### config.mk
export PLATFORM = sky130hd
export DESIGN_NAME = bsl_top
export DESIGN_NICKNAME = d
export VERILOG_FILES = /design/src/bsl_pkg.sv /design/src/bsl_top.sv
export SDC_FILE = /design/constraint.sdc
export NUM_CORES = 1
export LEC_CHECK = 0
export BUFFER_PORTS_ARGS = -buffer_cell sky130_fd_sc_hd__clkbuf_2
export CAP_MARGIN = 0
export CORE_UTILIZATION = 29
export CTS_BUF_LIST = sky130_fd_sc_hd__clkbuf_4
export DETAILED_ROUTE_END_ITERATION = 7
export GPL_TIMING_DRIVEN = 0
export HOLD_SLACK_MARGIN = 0.03
export PLACE_DENSITY_LB_ADDON = 0.25
export SETUP_SLACK_MARGIN = 0.3
export SYNTH_ARGS = -nofsm -noshare
export SYNTH_HDL_FRONTEND = slang
export SYNTH_SLANG_ARGS = --single-unit
### constraint.sdc
create_clock -name clk_sys -period 5.6 [get_ports clk_sys]
set_input_delay 0.28 -clock clk_sys [delete_from_list [all_inputs] [get_ports clk_sys]]
set_output_delay 0.28 -clock clk_sys [all_outputs]
set_load 0.05 [all_outputs]
### src/bsl_pkg.sv
// Purpose : Shared constants and types for the boundary-scan test logic.
// Assumes : Four-bit instruction register, LSB shifted first.
// Notes   : Fixed-cell offsets are relative to the end of the port-pin section; pin-cell offsets to each pin group.
package bsl_pkg;

   ////////////////////////////////////////////////////////////////////////////
   // Instruction register
   localparam int          IR_W         = 4;
   localparam logic [3:0]  OP_SAMPLE    = 4'h2;   // Sample/preload
   localparam logic [3:0]  OP_CHIP_RST  = 4'hc;   // Chip-reset instruction
   localparam logic [3:0]  OP_BYPASS    = 4'hf;   // Bypass
   localparam logic [3:0]  IR_CAPTURE   = 4'h1;   // Fixed pattern in Capture-IR
   localparam logic [3:0]  IR_RST_VAL   = 4'hf;   // Active code after reset

   ////////////////////////////////////////////////////////////////////////////
   // Register port
   localparam int          ADDR_W       = 2;
   localparam logic [1:0]  ADR_MCU_CTL  = 2'h0;   // mcu_control
   localparam logic [1:0]  ADR_RST_STAT = 2'h1;   // reset_cause_status
   localparam int          DIS_BIT      = 7;      // test_port_disable_bit
   localparam int          TRF_BIT      = 4;      // test_reset_flag
   localparam logic [2:0]  DIS_WIN      = 3'h4;   // Cycles for second write
   localparam logic [7:0]  RST_STAT_RST = 8'h00;

   ////////////////////////////////////////////////////////////////////////////
   // Synchroniser lanes (inputs from outside clk_sys)
   localparam int S_TCK  = 0;
   localparam int S_TDI  = 1;
   localparam int S_CIR  = 2;
   localparam int S_SIR  = 3;
   localparam int S_UIR  = 4;
   localparam int S_CDR  = 5;
   localparam int S_SDR  = 6;
   localparam int S_UDR  = 7;
   localparam int S_RSTN = 8;
   localparam int S_HVR  = 9;
   localparam int S_EXCK = 10;
   localparam int S_OSCK = 11;
   localparam int S_LFCK = 12;
   localparam int S_ACO  = 13;
   localparam int NSYNC  = 14;

   ////////////////////////////////////////////////////////////////////////////
   // Chain layout: per pin three cells, then the fixed cells
   localparam int CELLS_PER_PIN = 3;
   localparam int C_PU          = 0;   // Pull-up enable cell
   localparam int C_OC          = 1;   // Output control stage
   localparam int C_DAT         = 2;   // Output data / input data stage
   localparam int F_NORMAL_RESET_OBSERVE        = 0;
   localparam int F_HV_RESET_OBSERVE       = 1;
   localparam int F_EXEN        = 2;
   localparam int F_EXCK        = 3;
   localparam int F_OSEN        = 4;
   localparam int F_OSCK        = 5;
   localparam int F_LFEN        = 6;
   localparam int F_LFCK        = 7;
   localparam int F_ACOFF       = 8;
   localparam int F_ACMUX       = 9;
   localparam int F_COMPARATOR_BANDGAP_ENABLE        = 10;
   localparam int F_ACO         = 11;
   localparam int N_FIXED       = 12;

   // Scanned clock line when its option is unused
   localparam logic EXCK_UNUSED = 1'b0;
   localparam logic OSCK_UNUSED = 1'b1;
   localparam logic LFCK_UNUSED = 1'b1;

   ////////////////////////////////////////////////////////////////////////////
   // Data register selection
   typedef enum logic [1:0]
   {
      DR_BYP = 2'b00,
      DR_BSC = 2'b01,
      DR_RST = 2'b11
   } bsl_dr_t;

   // Any unused opcode falls back to the bypass stage
   function automatic bsl_dr_t dr_sel(input logic [3:0] ir);
      bsl_dr_t d;
      d = DR_BYP;
      if (ir == OP_SAMPLE)
      begin
         d = DR_BSC;
      end
      else if (ir == OP_CHIP_RST)
      begin
         d = DR_RST;
      end
      return d;
   endfunction : dr_sel

endpackage : bsl_pkg

### src/bsl_top.sv
// Purpose : Boundary-scan data path, instruction register, reset data
//           register and the two software registers behind the test port.
// Assumes : TAP state flags come from an external controller on the test
//           clock; all of them and the test clock are sampled by clk_sys.
// Notes   : clk_sys must run well above the test clock (>= 8x).
// Operation
// - Opcode 2 routes scan chain, system untouched
// - Sample: capture pins, shift one per clock
// - Update fills latches, never drives pins
// - Opcode C selects one-bit reset register
// - Reset held unlatched while bit is one
// - Opcode F selects single bypass stage
// - Bypass captures zero, then shifts
// - Disable bit off plus fuse enables port
// - Disable bit changes on two writes
// - Test-reset flag set by reset register
// - Flag cleared by power-on or zero write
// - Pin: pull-up cell plus two-stage cell
// - Cells follow port, direction, raw pin
// - Pull-up cell sees product of three terms
// - Chain observes real pin, after alternates
// - Reset pin: two observe-only cells
// - Oscillator enable general, clock observe-only
// - Unused clock lines read fixed values
// - Comparator off, mux, bandgap, output cells
// - Four-bit IR, LSB first everywhere
//
// Decided for this implementation: the strobed register port and the placing of the registers.
`timescale 1ns/1ps

module bsl_top #(
   parameter int NPIN        = 8,    // Scanned bidirectional pins
   parameter bit EXCK_USED   = 1'b1, // External clock option in use
   parameter bit OSCK_USED   = 1'b0, // Crystal/resonator option in use
   parameter bit LFCK_USED   = 1'b0  // Low-frequency crystal option in use
) (
   // Clock and reset
   input  wire logic                       clk_sys,
   input  wire logic                       srst,
   // Test port pins and TAP state flags
   input  wire logic                       tck,
   input  wire logic                       tdi,
   input  wire logic                       tap_capture_ir,
   input  wire logic                       tap_shift_ir,
   input  wire logic                       tap_update_ir,
   input  wire logic                       tap_capture_dr,
   input  wire logic                       tap_shift_dr,
   input  wire logic                       tap_update_dr,
   output logic                            tdo,
   output logic                            tdo_oe,
   // Fuse and port enable
   input  wire logic                       test_port_enable_fuse,
   output logic                            test_port_enable,
   // Port pins as seen after the alternate-function muxes
   input  wire logic [NPIN-1:0]            pin_output_bit,
   input  wire logic [NPIN-1:0]            pin_direction_bit,
   input  wire logic [NPIN-1:0]            pin_input_value,
   input  wire logic                       global_pullup_disable,
   // Reset pin levels
   input  wire logic                       reset_pin_n,
   input  wire logic                       hv_reset_pin,
   // Oscillator enables and clock lines
   input  wire logic                       ext_clock_enable,
   input  wire logic                       ext_clock_line,
   input  wire logic                       crystal_osc_enable,
   input  wire logic                       crystal_osc_clock,
   input  wire logic                       lowfreq_osc_enable,
   input  wire logic                       lowfreq_osc_clock,
   // Comparator interface
   input  wire logic                       comparator_off,
   input  wire logic                       comparator_mux_select,
   input  wire logic                       comparator_bandgap_enable,
   input  wire logic                       comparator_output,
   // Scan and register results toward the chip
   output logic [3*NPIN+11:0]              preload_latch,
   output logic                            chip_reset,
   output logic [6:0]                      mcu_ctl_bits,
   // Register port
   input  wire logic [bsl_pkg::ADDR_W-1:0] reg_addr,
   input  wire logic [7:0]                 reg_wdata,
   input  wire logic                       reg_wr,
   input  wire logic                       reg_rd,
   output logic [7:0]                      reg_rdata
);

   localparam int PIN_CELLS = bsl_pkg::CELLS_PER_PIN * NPIN;
   localparam int CL        = PIN_CELLS + bsl_pkg::N_FIXED;

   typedef struct packed {
      logic [bsl_pkg::NSYNC-1:0] s1;        // First synchroniser stage
      logic [bsl_pkg::NSYNC-1:0] s2;        // Second synchroniser stage
      logic                      tck_d;     // Previous synced test clock
      logic [3:0]                ir_sh;     // Instruction shift stage
      logic [3:0]                ir;        // Active instruction
      logic [CL-1:0]             bs;        // Boundary-scan shift chain
      logic [CL-1:0]             latch;     // Preload latches
      logic                      byp;       // Bypass stage
      logic                      rdr;       // Reset data register
      logic                      tdo;
      logic                      tdo_oe;
      logic                      dis;       // test_port_disable_bit
      logic [6:0]                ctl_lo;    // Other mcu_control bits
      logic                      pend_v;    // Value of first timed write
      logic [2:0]                pend_cnt;  // Window left for second write
      logic                      trf;       // test_reset_flag
      logic [7:0]                rdata;
   } bsl_st_t;

   bsl_st_t                 st_r;
   bsl_st_t                 st_nxt;
   logic [bsl_pkg::NSYNC-1:0] async_in;
   logic [CL-1:0]           cap;
   logic [bsl_pkg::N_FIXED-1:0] cap_fix;   // Fixed cells, one driver apart from the pins
   logic                    tck_rise;
   logic                    tck_fall;
   logic                    port_en;
   bsl_pkg::bsl_dr_t        dsel;

   ////////////////////////////////////////////////////////////////////////////
   // Inputs from outside clk_sys, gathered for the two-flop synchroniser
   always_comb
   begin
      async_in                        = '0;
      async_in[bsl_pkg::S_TCK]        = tck;
      async_in[bsl_pkg::S_TDI]        = tdi;
      async_in[bsl_pkg::S_CIR]        = tap_capture_ir;
      async_in[bsl_pkg::S_SIR]        = tap_shift_ir;
      async_in[bsl_pkg::S_UIR]        = tap_update_ir;
      async_in[bsl_pkg::S_CDR]        = tap_capture_dr;
      async_in[bsl_pkg::S_SDR]        = tap_shift_dr;
      async_in[bsl_pkg::S_UDR]        = tap_update_dr;
      async_in[bsl_pkg::S_RSTN]       = reset_pin_n;
      async_in[bsl_pkg::S_HVR]        = hv_reset_pin;
      async_in[bsl_pkg::S_EXCK]       = ext_clock_line;
      async_in[bsl_pkg::S_OSCK]       = crystal_osc_clock;
      async_in[bsl_pkg::S_LFCK]       = lowfreq_osc_clock;
      async_in[bsl_pkg::S_ACO]        = comparator_output;
   end

   ////////////////////////////////////////////////////////////////////////////
   // Capture values for the port-pin cells, one group per pin
   for (genvar i = 0; i < NPIN; i++)
   begin : g_pin
      localparam int B = bsl_pkg::CELLS_PER_PIN * i;
      // Pull-up enable as the pin would see it
      assign cap[B + bsl_pkg::C_PU]  = ~global_pullup_disable & ~pin_direction_bit[i]
                                       & pin_output_bit[i];
      assign cap[B + bsl_pkg::C_OC]  = pin_direction_bit[i];
      // Raw pin level: no synchroniser, so a pin moving at capture may
      // be caught either way; the scan result is a snapshot only
      assign cap[B + bsl_pkg::C_DAT] = pin_input_value[i];
   end

   // Fixed cells after the pins; kept in their own vector so that the
   // capture word never mixes procedural and continuous drivers
   always_comb
   begin
      cap_fix                   = '0;
      cap_fix[bsl_pkg::F_NORMAL_RESET_OBSERVE]  = st_r.s2[bsl_pkg::S_RSTN];
      cap_fix[bsl_pkg::F_HV_RESET_OBSERVE] = st_r.s2[bsl_pkg::S_HVR];
      cap_fix[bsl_pkg::F_EXEN]  = ext_clock_enable;
      cap_fix[bsl_pkg::F_OSEN]  = crystal_osc_enable;
      cap_fix[bsl_pkg::F_LFEN]  = lowfreq_osc_enable;
      // Unused clock options read their fixed level
      cap_fix[bsl_pkg::F_EXCK]  = EXCK_USED ? st_r.s2[bsl_pkg::S_EXCK]
                                            : bsl_pkg::EXCK_UNUSED;
      cap_fix[bsl_pkg::F_OSCK]  = OSCK_USED ? st_r.s2[bsl_pkg::S_OSCK]
                                            : bsl_pkg::OSCK_UNUSED;
      cap_fix[bsl_pkg::F_LFCK]  = LFCK_USED ? st_r.s2[bsl_pkg::S_LFCK]
                                            : bsl_pkg::LFCK_UNUSED;
      cap_fix[bsl_pkg::F_ACOFF] = comparator_off;
      cap_fix[bsl_pkg::F_ACMUX] = comparator_mux_select;
      cap_fix[bsl_pkg::F_COMPARATOR_BANDGAP_ENABLE]  = comparator_bandgap_enable;
      cap_fix[bsl_pkg::F_ACO]   = st_r.s2[bsl_pkg::S_ACO];
   end

   // Fixed cells sit directly after the last pin group
   assign cap[PIN_CELLS +: bsl_pkg::N_FIXED] = cap_fix;

   ////////////////////////////////////////////////////////////////////////////
   // Test clock edges and port enable
   assign tck_rise = st_r.s2[bsl_pkg::S_TCK] & ~st_r.tck_d;
   assign tck_fall = ~st_r.s2[bsl_pkg::S_TCK] & st_r.tck_d;
   assign port_en  = test_port_enable_fuse & ~st_r.dis;
   assign dsel     = bsl_pkg::dr_sel(st_r.ir);

   ////////////////////////////////////////////////////////////////////////////
   // Next-state logic
   always_comb
   begin
      st_nxt       = st_r;
      st_nxt.s1    = async_in;
      st_nxt.s2    = st_r.s1;
      st_nxt.tck_d = st_r.s2[bsl_pkg::S_TCK];
      st_nxt.rdata = '0;

      // Scan actions on the test clock rising edge
      if (port_en && tck_rise)
      begin
         if (st_r.s2[bsl_pkg::S_CIR])
         begin
            st_nxt.ir_sh = bsl_pkg::IR_CAPTURE;
         end
         if (st_r.s2[bsl_pkg::S_SIR])
         begin
            st_nxt.ir_sh = {st_r.s2[bsl_pkg::S_TDI], st_r.ir_sh[3:1]};
         end
         if (st_r.s2[bsl_pkg::S_UIR])
         begin
            st_nxt.ir = st_r.ir_sh;
         end
         if (st_r.s2[bsl_pkg::S_CDR])
         begin
            unique case (dsel)
               bsl_pkg::DR_BSC: st_nxt.bs  = cap;
               bsl_pkg::DR_BYP: st_nxt.byp = 1'b0;
               bsl_pkg::DR_RST: st_nxt.rdr = st_r.rdr;
            endcase
         end
         if (st_r.s2[bsl_pkg::S_SDR])
         begin
            unique case (dsel)
               bsl_pkg::DR_BSC: st_nxt.bs  = {st_r.s2[bsl_pkg::S_TDI],
                                              st_r.bs[CL-1:1]};
               bsl_pkg::DR_BYP: st_nxt.byp = st_r.s2[bsl_pkg::S_TDI];
               bsl_pkg::DR_RST: st_nxt.rdr = st_r.s2[bsl_pkg::S_TDI];
            endcase
         end
         // Latches only; nothing here reaches the pin drivers
         if (st_r.s2[bsl_pkg::S_UDR] && dsel == bsl_pkg::DR_BSC)
         begin
            st_nxt.latch = st_r.bs;
         end
      end

      // Serial output changes on the falling edge, LSB first
      if (port_en && tck_fall)
      begin
         // The fall after a capture edge already belongs to the shift
         // phase, so the captured bit 0 must be presented there
         st_nxt.tdo_oe = st_r.s2[bsl_pkg::S_CIR] | st_r.s2[bsl_pkg::S_SIR]
                         | st_r.s2[bsl_pkg::S_CDR] | st_r.s2[bsl_pkg::S_SDR];
         if (st_r.s2[bsl_pkg::S_CIR] || st_r.s2[bsl_pkg::S_SIR])
         begin
            st_nxt.tdo = st_r.ir_sh[0];
         end
         else
         begin
            unique case (dsel)
               bsl_pkg::DR_BSC: st_nxt.tdo = st_r.bs[0];
               bsl_pkg::DR_BYP: st_nxt.tdo = st_r.byp;
               bsl_pkg::DR_RST: st_nxt.tdo = st_r.rdr;
            endcase
         end
      end
      if (!port_en)
      begin
         st_nxt.tdo_oe = 1'b0;
      end

      // Timed write window counts down each cycle
      if (st_r.pend_cnt != '0)
      begin
         st_nxt.pend_cnt = st_r.pend_cnt - 3'h1;
      end

      // Register writes
      if (reg_wr && reg_addr == bsl_pkg::ADR_MCU_CTL)
      begin
         st_nxt.ctl_lo = reg_wdata[6:0];
         // Second matching write inside the window commits the bit
         if (st_r.pend_cnt != '0 && st_r.pend_v == reg_wdata[bsl_pkg::DIS_BIT])
         begin
            st_nxt.dis      = reg_wdata[bsl_pkg::DIS_BIT];
            st_nxt.pend_cnt = '0;
         end
         else
         begin
            st_nxt.pend_v   = reg_wdata[bsl_pkg::DIS_BIT];
            st_nxt.pend_cnt = bsl_pkg::DIS_WIN;
         end
      end
      if (reg_wr && reg_addr == bsl_pkg::ADR_RST_STAT && !reg_wdata[bsl_pkg::TRF_BIT])
      begin
         st_nxt.trf = 1'b0;
      end
      // Set wins over a clear in the same cycle
      if (st_r.rdr)
      begin
         st_nxt.trf = 1'b1;
      end

      // Register reads, data valid the following cycle only
      if (reg_rd)
      begin
         if (reg_addr == bsl_pkg::ADR_MCU_CTL)
         begin
            st_nxt.rdata = {st_r.dis, st_r.ctl_lo};
         end
         else if (reg_addr == bsl_pkg::ADR_RST_STAT)
         begin
            st_nxt.rdata                   = bsl_pkg::RST_STAT_RST;
            st_nxt.rdata[bsl_pkg::TRF_BIT] = st_r.trf;
         end
      end
   end

   ////////////////////////////////////////////////////////////////////////////
   // State register; srst stands in for power-on reset
   always_ff @(posedge clk_sys)
   begin
      if (srst)
      begin
         st_r          <= '0;
         st_r.ir       <= bsl_pkg::IR_RST_VAL;
         st_r.ir_sh    <= bsl_pkg::IR_RST_VAL;
         st_r.s1       <= '0;
         st_r.trf      <= 1'b0;
      end
      else
      begin
         st_r <= st_nxt;
      end
   end

   ////////////////////////////////////////////////////////////////////////////
   // Outputs; chip reset is the raw register bit, never re-latched, and it
   // does not reset this block, so the test port keeps its state
   assign chip_reset       = st_r.rdr;
   assign tdo              = st_r.tdo;
   assign tdo_oe           = st_r.tdo_oe;
   assign test_port_enable = port_en;
   assign preload_latch    = st_r.latch;
   assign mcu_ctl_bits     = st_r.ctl_lo;
   assign reg_rdata        = st_r.rdata;

endmodule : bsl_top

==> results of run 1 <==
[sequential cells by signal, summed over array words and instances, names as in the netlist]
signal         flops
mcu_ctl_bits       7
cap                4
chip_reset         1
reg_rdata          8
preload_latch     36
tdo_oe             1
st_nxt            13
st_r              59
tdo                1
[how the worst min path moves through the flow]
stage	start	cells after the start	to
finish	pin_input_value[0]	3	st_r[63]
global route	pin_input_value[0]	3	st_r[63]
CTS	pin_input_value[0]	3	st_r[63]
detailed placement	st_nxt[110]	1	st_r[110]
global placement	st_nxt[111]	1	st_r[111]
floorplan	tck	1	st_nxt[106]
[power by group through the flow]
stage	logic, W	registers [W]	clock network (W)
after global placement	0.000159	0.000977	0
after detailed placement	0.000158	0.000977	0
after CTS	0.000172	0.000956	0.000731
final	0.000170	0.000956	0.000708
after global routing	0.000188	0.000959	0.000769
after floorplan	0.000107	0.000975	0
[critical path, cell delays in order (launching register included)]
cell and delay, ps:
dfxtp_1 380, nor4bb_1 460, clkbuf_1 400, nand3_1 470, clkbuf_1 360, nand2_1 140
a21oi_1 70
[cells by family (layout without fill, tap and decap cells)]
logic type | after synthesis | after routing | share of synthesized area
AND/OR/NAND/NOR | 225 | 225 | 0.206
AO/OA/AOI/OAI | 135 | 135 | 0.185
flip-flops | 130 | 130 | 0.491
adder cells (fa/ha/maj) | 2 | 2 | 0.00472
buffers and inverters | 93 | 259 | 0.107
XOR/XNOR | 2 | 2 | 0.00330
multiplexers | 2 | 2 | 0.00378
other | 0 | 1 | 0
[metal layers]
metal	GRT usage	part of all wire	wire, um	up-vias
met3	0.0353	0.043	583	14
met4	0.0586	0.015	197	0
met2	0.218	0.44	5900	92
li1	-	-	-	2285
met5	0	0	0	-
met1	0.206	0.50	6780	2005
[per-stage QoR]
stage	total power (W)	worst slack (ps)	instance area, um2	std cells	hold slack (ps)
6_report	0.00183	3200	6700	985	80.0
5_1_grt	0.00192	2950	6700	985	36.8
4_1_cts	0.00186	3170	6700	984	31.5
3_5_place_dp	0.00114	3210	6140	928	422
3_3_place_gp	0.00114	3160	6140	928	419
2_1_floorplan	0.00108	3800	5300	589	408
[cell usage in the layout (no fill, tap or decap), types with 3 or more instances in the layout]
master and count:
a211oi_1 6, a211oi_2 27, a21oi_1 51, a221o_1 3
and2_1 8, buf_2 4, buf_4 51, buf_6 3
bufinv_16 4, clkbuf_1 28, clkbuf_2 110, clkbuf_4 17
clkinv_2 4, clkinvlp_4 4, dfxtp_1 130, dlygate4sd3_1 24
inv_1 4, nand2_1 100, nand3_1 11, nor2_1 45
nor2b_1 28, nor3_1 3, nor3b_1 11, o21ai_0 7
o22ai_1 33, or3b_2 3
[final cells by class]
class | instances | area [um2]
multi-input cells | 366 | 2130
well taps | 229 | 287
flip-flops and latches | 130 | 2600
fillers | 1883 | 11300
clock buffers | 17 | 128
repair buffers | 134 | 791
plain buffers | 88 | 549
clock inverters | 15 | 191
diodes | 1 | 2.50
inverters | 5 | 18.8
==> reports/results.txt, run 1 <==
1st-pass router iterations -> 4
Total Die Area -> 18800 um2
Final Max Slew Viols -> 0
leakage -> 2.66 nW
EDFF count, synth -> 0
Distinct cells, synth -> 45
WP data required -> 6020 ps
Clock power frac -> 0.386
CTS-repair resized insts -> 0
Yosys top cell area share -> 0.491
critical path class -> flip-flop to flip-flop
antenna violations before repair -> 1
status -> finished clean
Logic pwr share -> 0.093
top_reg_cell synth -> dfxtp_1
Worst-path clk slew -> 120 ps
TritonCTS buffer count -> 17
hold crit path type -> primary input to flip-flop
clock root cell -> clkbuf_4
CP Launch Type -> flip-flop
CORE AREA -> 18000 um2
latest clock arrival within the worst-skew pair -> 550 ps
vias in the first global route -> 3963
Finished Core Util -> 0.373
Die Span X -> 137 um
Post-synth top cells -> 130 x dfxtp_1, 100 x nand2_1, 51 x a21oi_1, 51 x buf_4, 45 x nor2_1
reg2reg path depth -> 6
io pins -> 115
P&R area growth vs syn -> 26.4%
post-layout net count -> 804
Iter 0 DRT Violations -> 224
Synth Register Bits -> 130
# setup viols final -> 0
fin crit share -> 0.429
most common cell in the netlist -> dfxtp_1
clock sinks -> 130
Setup Fix Bufs, Post-CTS -> 0
CTS Hold Bufs -> 24
Post-Synthesis Cells -> 589
Routed WL per cell -> 13.7 um
sequential area share after synthesis -> 0.491
min Tclk post-route -> 2400 ps
GRT overflow -> 0
Reg-to-Reg Start -> st_r[20]
sequential power share -> 0.521
Max Fclk -> 417 MHz
Mapped Avg Cell Area -> 9.00 um2
largest net degree at the start of global routing -> 17
Sw Ratio -> 0.253
global-route wire length before repair -> 20.9 mm
warnings from Yosys -> 0
die height -> 137 um
Longest Clk Path Bufs -> 2
Max-Cap Viols -> 0
Final Hold Viols -> 0
Int Power -> 0.00137 W
row count -> 49
routability cong. -> 0.769
DRT Wirelength -> 13.5 mm
CP arrival -> 2820 ps
Sum Neg Setup Slack -> 0 ps
crit path to -> preload_latch[21]
Reg-to-Reg End -> preload_latch[21]
Initial Util -> 0.295
PwrDens -> 274 nW/um2
flop-to-flop setup slack -> 3200 ps
Mapped Area -> 5300 um2
peak supply drop -> 0.129 mV
area leader, netlist -> dfxtp_1
all-layer global routing usage -> 0.148
Net Sw Power -> 0.000464 W
ranking of synthesized cells by area -> dfxtp_1 49%, buf_4 7.2%, nand2_1 7.1%
Slew @ Worst Pin -> 718 ps
Slew headroom -> 0.521
Clock Skew -> 16.4 ps
Critical Path Source -> st_r[20]
HPWL Detailed -> 9.68 mm
TritonCTS clock tree -> built
residual DRC count -> 0
CTS H-tree depth -> 4
setup repair after global routing missed its margin -> false
Detail Route Antenna Nets -> 0
share of cells above drive strength 1 -> 0.306
Net Count, Synth -> 651
DR vias -> 4396
ys async rst share -> 0
Vias/cell -> 4.46
Worst Path Max Fanout -> 10
port bufs -> 110
CP endpoint kind -> flip-flop
(Power assumes the default switching activity.)
==> inputs of run 2 (changes only) <==
clock period = 2.05 ns   (was 5.6 ns; I/O delays follow)
==> run 2 against run 1 <==
Effect of this change:
- die area stayed put
- first-iteration DRC count decreased by 17%
- hold slack improved by 140 ps
- register-to-register slack worse by 2900 ps
- clock-buffer cell count increased by 1
- wire length rose by 5.2%
- worst setup slack worse by 2900 ps
- critical path depth up 1
- sequential power rose to 2.7 times the previous value
- non-clock buffer count grew 58
- critical path type unchanged
- largest cell class unchanged
- highest routed layer unchanged
==> reports/results.txt, run 2 (same netlist as run 1, synthesis figures left out) <==
P&R area growth vs syn -> 42.3%
TritonCTS buffer count -> 17 (unchanged)
Max Fclk -> 555 MHz (+33%)
TritonCTS clock tree -> built
1st-pass router iterations -> 6 (+2)
io pins -> 115 (unchanged)
hold crit path type -> primary input to flip-flop
port bufs -> 110 (unchanged)
largest reg by FF count -> st_r
antenna violations before repair -> 1 (unchanged)
total power -> 0.00485 W (+160%)
setup repair after global routing missed its margin -> true
Max-Cap Viols -> 0 (unchanged)
clock root cell -> clkbuf_4
flop-to-flop setup slack -> 250 ps (-2950 ps)
Crit-path slowest cell -> or4b_4
design area -> 7550 um2 (+13%)
global-route wire length before repair -> 22.3 mm (+6.7%)
Vias/cell -> 4.53 (+1.6%)
commonest cells after routing, fill and taps aside -> 126 x dfxtp_1, 112 x clkbuf_2, 99 x nand2_1
fill count -> 1833 (-2.7%)
Finished Core Util -> 0.420 (+0.0471)
footprint of the multi-input gates -> 2260 um2 (+5.8%)
# setup viols final -> 0 (unchanged)
all-layer global routing usage -> 0.158 (+0.00999)
fin crit share -> 0.878 (+0.450)
max reg flops -> 59 (unchanged)
vias in the first global route -> 4508 (+14%)
status -> finished clean
CORE AREA -> 18000 um2 (unchanged)
CP Launch Type -> flip-flop
latest clock arrival within the worst-skew pair -> 550 ps (about the same)
Routed WL per cell -> 13.6 um (-0.68%)
peak supply drop -> 0.376 mV (+190%)
PwrDens -> 642 nW/um2 (+130%)
Longest Clk Path Bufs -> 2 (unchanged)
largest net degree at the start of global routing -> 17 (unchanged)
WP data required -> 2520 ps (-3500 ps)
CP arrival -> 2270 ps (-550 ps)
post-layout net count -> 862 (+7.2%)
DR vias -> 4730 (+7.6%)
CP endpoint kind -> flip-flop
Final Max Slew Viols -> 0 (unchanged)
Iter 0 DRT Violations -> 185 (-17%)
Detail Route Antenna Nets -> 0 (unchanged)
Total Die Area -> 18800 um2 (unchanged)
critical path class -> flip-flop to flip-flop
met3 routed WL -> 499 um (-14%)
leakage -> 3.02 nW (+13%)
critical path, cell by cell -> or4b_4, buf_6, nor3_4, buf_12, buf_8, nor2_1, a211oi_2
met2 routed WL -> 6.60 mm (+12%)
Slew headroom -> 0.484 (-0.0375)
min Tclk post-route -> 1800 ps (-600 ps)
GRT overflow -> 0 (unchanged)
HPWL Detailed -> 9.47 mm (-2.1%)
most common library cell in the layout ignoring fill and taps -> dfxtp_1
DP Area -> 6140 um2 (about the same)
CTS H-tree depth -> 4 (unchanged)
residual DRC count -> 0 (unchanged)
Die Span X -> 137 um (unchanged)
Worst-path clk slew -> 120 ps (about the same)
routability cong. -> 0.724 (-5.9%)
die height -> 137 um (unchanged)
slowest cell delay on critical path -> 520 ps (+50 ps)
share of cells above drive strength 1 -> 0.362 (+0.0557)
Cell Count, Final, Fillers Out -> 1043 (+5.9%)
Final Hold Viols -> 0 (unchanged)
Met1 Wirelength -> 6.78 mm (+0.10%)
Initial Util -> 0.295 (unchanged)
register area -> 2620 um2 (+0.48%)
DRT Wirelength -> 14.2 mm (+5.2%)
Placed Cells -> 928 (unchanged)
Slew @ Worst Pin -> 775 ps (+56.3 ps)
Clock Skew -> 16.0 ps (-0.403 ps)
row count -> 49 (unchanged)
Worst Path Max Fanout -> 10 (unchanged)
clock sinks -> 130 (unchanged)
Top Layer Used -> met4
==> run 2: cell count changes in the layout (fill, tap and decap cells not counted), moves of 4 or more <==
| cell | before | now |
|---|---|---|
| buf_8 | 0 | 8 |
| clkbuf_1 | 28 | 17 |
| nor2_2 | 0 | 6 |
| dlygate4sd3_1 | 24 | 58 |
| a21oi_2 | 0 | 4 |
| buf_2 | 4 | 0 |
| buf_4 | 51 | 67 |
| a21oi_1 | 51 | 47 |
| nor2_1 | 45 | 37 |
| buf_6 | 3 | 7 |
| dfxtp_1 | 130 | 126 |
==> run 2: critical path: cells and delay by family, from the launching register on <==
| kind | cells | cell delay, ps |
|---|---|---|
| AND/OR/NAND/NOR | 3 | 720 |
| buffers and inverters | 3 | 440 |
| AO/OA/AOI/OAI | 1 | 190 |
| flip-flops | 1 | 360 |
==> run 2: final cells by class <==
type | instances | share of cell area
Clock buffer | 18 | 0.0179
Buffer | 88 | 0.0895
Sequential cell | 130 | 0.346
Inverter | 5 | 0.00265
Clock inverter | 14 | 0.0186
Multi-Input combinational cell | 366 | 0.299
Antenna cell | 1 | 0.000332
Timing Repair Buffer | 192 | 0.188
Tap cell | 229 | 0.0380
==> run 2: path summary, 6_finish.rpt <==
check,cells after the start,to,from
worst max-delay path,7,st_r[77],st_r[100]
worst min-delay path,3,st_r[100],srst
worst max register to register,7,st_r[77],st_r[100]
worst min register to register,1,st_r[110],st_nxt[110]
==> run 2: metal layers <==
metal  vias up  track usage
met5         -            0
met4         0       0.0665
met3        20       0.0350
met2        99        0.259
met1      2204        0.198
li1       2407            -
==> run 2: what timing repair did <==
action	in CTS	in global routing
hold buffers	58	0
pin swaps	8	7
gates resized for setup	56	35
cloned	1	3
hold endpoints to repair	62	0
buffers inserted	12	8
endpoints found under the setup margin	76	71
==> run 2: per-stage QoR <==
step	setup slack [ps]	TNS, ps	hold WS (ps)
2_1_floorplan	294	0	231
3_3_place_gp	-367	-9310	317
3_5_place_dp	-376	-9250	317
4_1_cts	198	0	205
5_1_grt	158	0	227
6_report	250	0	222
==> run 2: power by group <==
| group | internal (W) | switching (W) |
|---|---|---|
| sequential | 0.00258 | 0.0000322 |
| clock | 0.000726 | 0.000987 |
| combinational | 0.000254 | 0.000270 |
| total | 0.00356 | 0.00129 |
==> inputs of run 3 (changes only) <==
CORE_UTILIZATION = 51   (was 29)
==> run 3 against run 2 <==
Effect of this change:
- design area fell by 6.2%
- worst setup slack got worse by 25 ps
- cell count fell by 11%
- combinational power barely moved
- clock-buffer cell count fell by 1
- critical path depth did not move
- via count rose by 1.6%
- flip-flop and latch count did not move
- maximum frequency fell by 1.4%
- die area fell by 43%
- first-iteration DRC count rose by 10%
==> reports/results.txt, run 3 (same netlist as run 1, synthesis figures left out) <==
status -> finished clean
leakage -> 2.88 nW (-4.4%)
most common library cell in the layout ignoring fill and taps -> dfxtp_1
fin crit share -> 0.890 (+0.0123)
row count -> 36 (-27%)
Reg-to-Reg End -> st_r[75]
WP data required -> 2500 ps (-20 ps)
DR vias -> 4805 (+1.6%)
Worst Path Max Fanout -> 10 (unchanged)
Placed Cells -> 832 (-10%)
port bufs -> 110 (unchanged)
all-layer global routing usage -> 0.255 (+0.0977)
fill count -> 761 (-58%)
Slew @ Worst Pin -> 722 ps (-52.5 ps)
clock root cell -> clkbuf_4
setup ws final -> 224 ps (-25.3 ps)
die height -> 104 um (-24%)
CP endpoint kind -> flip-flop
DP Area -> 6020 um2 (-2.0%)
Longest Clk Path Bufs -> 2 (unchanged)
Post-Place Setup Slack -> -148 ps (+227 ps)
Critical Path Source -> st_r[100]
CP arrival -> 2270 ps (about the same)
Die Span X -> 104 um (-24%)
Worst-path clk slew -> 120 ps (about the same)
latest clock arrival within the worst-skew pair -> 530 ps (-20 ps)
CTS H-tree depth -> 4 (unchanged)
footprint of the multi-input gates -> 2180 um2 (-3.3%)
CP Launch Type -> flip-flop
ant diodes -> 0 (-1)
DRT Wirelength -> 13.5 mm (-4.5%)
design area -> 7080 um2 (-6.2%)
peak supply drop -> 0.436 mV (+16%)
TritonCTS clock tree -> built
largest reg by FF count -> st_r
setup repair after global routing missed its margin -> true
PwrDens -> 714 nW/um2 (+11%)
reg2reg path depth -> 7 (unchanged)
flop-to-flop setup slack -> 220 ps (-30 ps)
routability cong. -> 0.852 (+18%)
antenna violations before repair -> 0 (-1)
GRT overflow -> 0 (unchanged)
share of cells above drive strength 1 -> 0.326 (-0.0354)
Cell Count, Final, Fillers Out -> 927 (-11%)
CORE AREA -> 9910 um2 (-45%)
residual DRC count -> 0 (unchanged)
Clock Skew -> 18.1 ps (+2.11 ps)
1st-pass router iterations -> 7 (+1)
Total Die Area -> 10800 um2 (-43%)
# setup viols final -> 0 (unchanged)
Max Fclk -> 548 MHz (-1.4%)
vias in the first global route -> 4761 (+5.6%)
io pins -> 115 (unchanged)
max reg flops -> 59 (unchanged)
post-layout net count -> 843 (-2.2%)
Reg-to-Reg Start -> st_r[100]
min Tclk post-route -> 1830 ps (+25.3 ps)
Detail Route Antenna Nets -> 0 (unchanged)
HPWL Detailed -> 8.84 mm (-6.7%)
clock sinks -> 130 (unchanged)
Iter 0 DRT Violations -> 204 (+10%)
largest net degree at the start of global routing -> 17 (unchanged)
commonest cells after routing, fill and taps aside -> 126 x dfxtp_1, 113 x clkbuf_2, 100 x nand2_1
Max-Cap Viols -> 0 (unchanged)
Routed WL per cell -> 14.6 um (+7.5%)
hold crit path type -> primary input to flip-flop
Vias/cell -> 5.18 (+14%)
Final Hold Viols -> 0 (unchanged)
Final Max Slew Viols -> 0 (unchanged)
register area -> 2610 um2 (-0.19%)
Slew headroom -> 0.519 (+0.0350)
global-route wire length before repair -> 22.1 mm (-1.3%)
TritonCTS buffer count -> 17 (unchanged)
P&R area growth vs syn -> 33.5%
critical path class -> flip-flop to flip-flop
Initial Util -> 0.535 (+0.240)
crit path to -> st_r[75]
-- run 3: cell count changes in the layout (fill, tap and decap cells not counted), moves of 3 or more --
cell / before / now
nor2_2: 6 / 0
clkinvlp_4: 5 / 2
buf_8: 8 / 3
a21oi_1: 47 / 51
buf_6: 7 / 1
nor2_1: 37 / 44
clkbuf_16: 3 / 0
a21oi_2: 4 / 0
buf_4: 67 / 60
-- run 3: worst min-delay path by stage --
stage | slack (ps) | endpoint | from | cells past startpoint
after global routing | 70 | st_r[11] | reg_addr[1] | 5
final | 80 | st_r[11] | reg_addr[1] | 5
after detailed placement | 320 | st_nxt[109] | tap_shift_ir | 2
after floorplan | 230 | st_nxt[106] | tck | 1
after global placement | 310 | st_nxt[113] | tap_update_dr | 2
after CTS | 40 | st_r[11] | reg_addr[1] | 5
-- run 3: cell type report --
| class | count | share of cell area |
|---|---|---|
| tap | 133 | 0.0235 |
| multi-input combinational | 366 | 0.308 |
| buffer | 88 | 0.0852 |
| inverter | 5 | 0.00283 |
| clock buffer | 17 | 0.0180 |
| timing repair buffer | 173 | 0.166 |
| sequential | 130 | 0.369 |
| clock inverter | 15 | 0.0270 |
-- run 3: critical path, stage by stage, from the launching register on --
cell	delay (ps)
dfxtp_4	370
or4b_4	530
buf_6	150
nor3_4	150
buf_12	150
buf_8	130
nor2_1	60
a211oi_2	190
-- run 3: report_power, final --
group | total (W) | switching, W | internal, W
Combinational | 0.000523 | 0.000274 | 0.000250
Clock | 0.00192 | 0.000964 | 0.000957
Sequential | 0.00261 | 0.0000323 | 0.00258
-- run 3: per-stage QoR --
stage	hold WS, ps	power (W)	TNS [ps]	util
6_report	76.0	0.00506	0	0.714
5_1_grt	65.7	0.00525	0	0.714
4_1_cts	36.9	0.00507	0	0.710
3_5_place_dp	321	0.00310	-3510	0.608
3_3_place_gp	314	0.00308	-3150	0.608
2_1_floorplan	231	0.00296	0	-
-- run 3: timing repair --
action	in CTS	in global routing
hold endpoints to repair	62	0
endpoints found under the setup margin	76	70
setup buffers	4	2
pin swaps	6	6
resized for setup	31	15
hold buffers	57	0
gates cloned	0	0
-- run 3: routing by layer --
metal	GRT usage	part of all wire	vias to the layer above
li1	-	-	2360
met1	0.304	0.43	2245
met2	0.448	0.50	175
met3	0.0608	0.055	25
met4	0.0878	0.017	0
met5	0	0	-
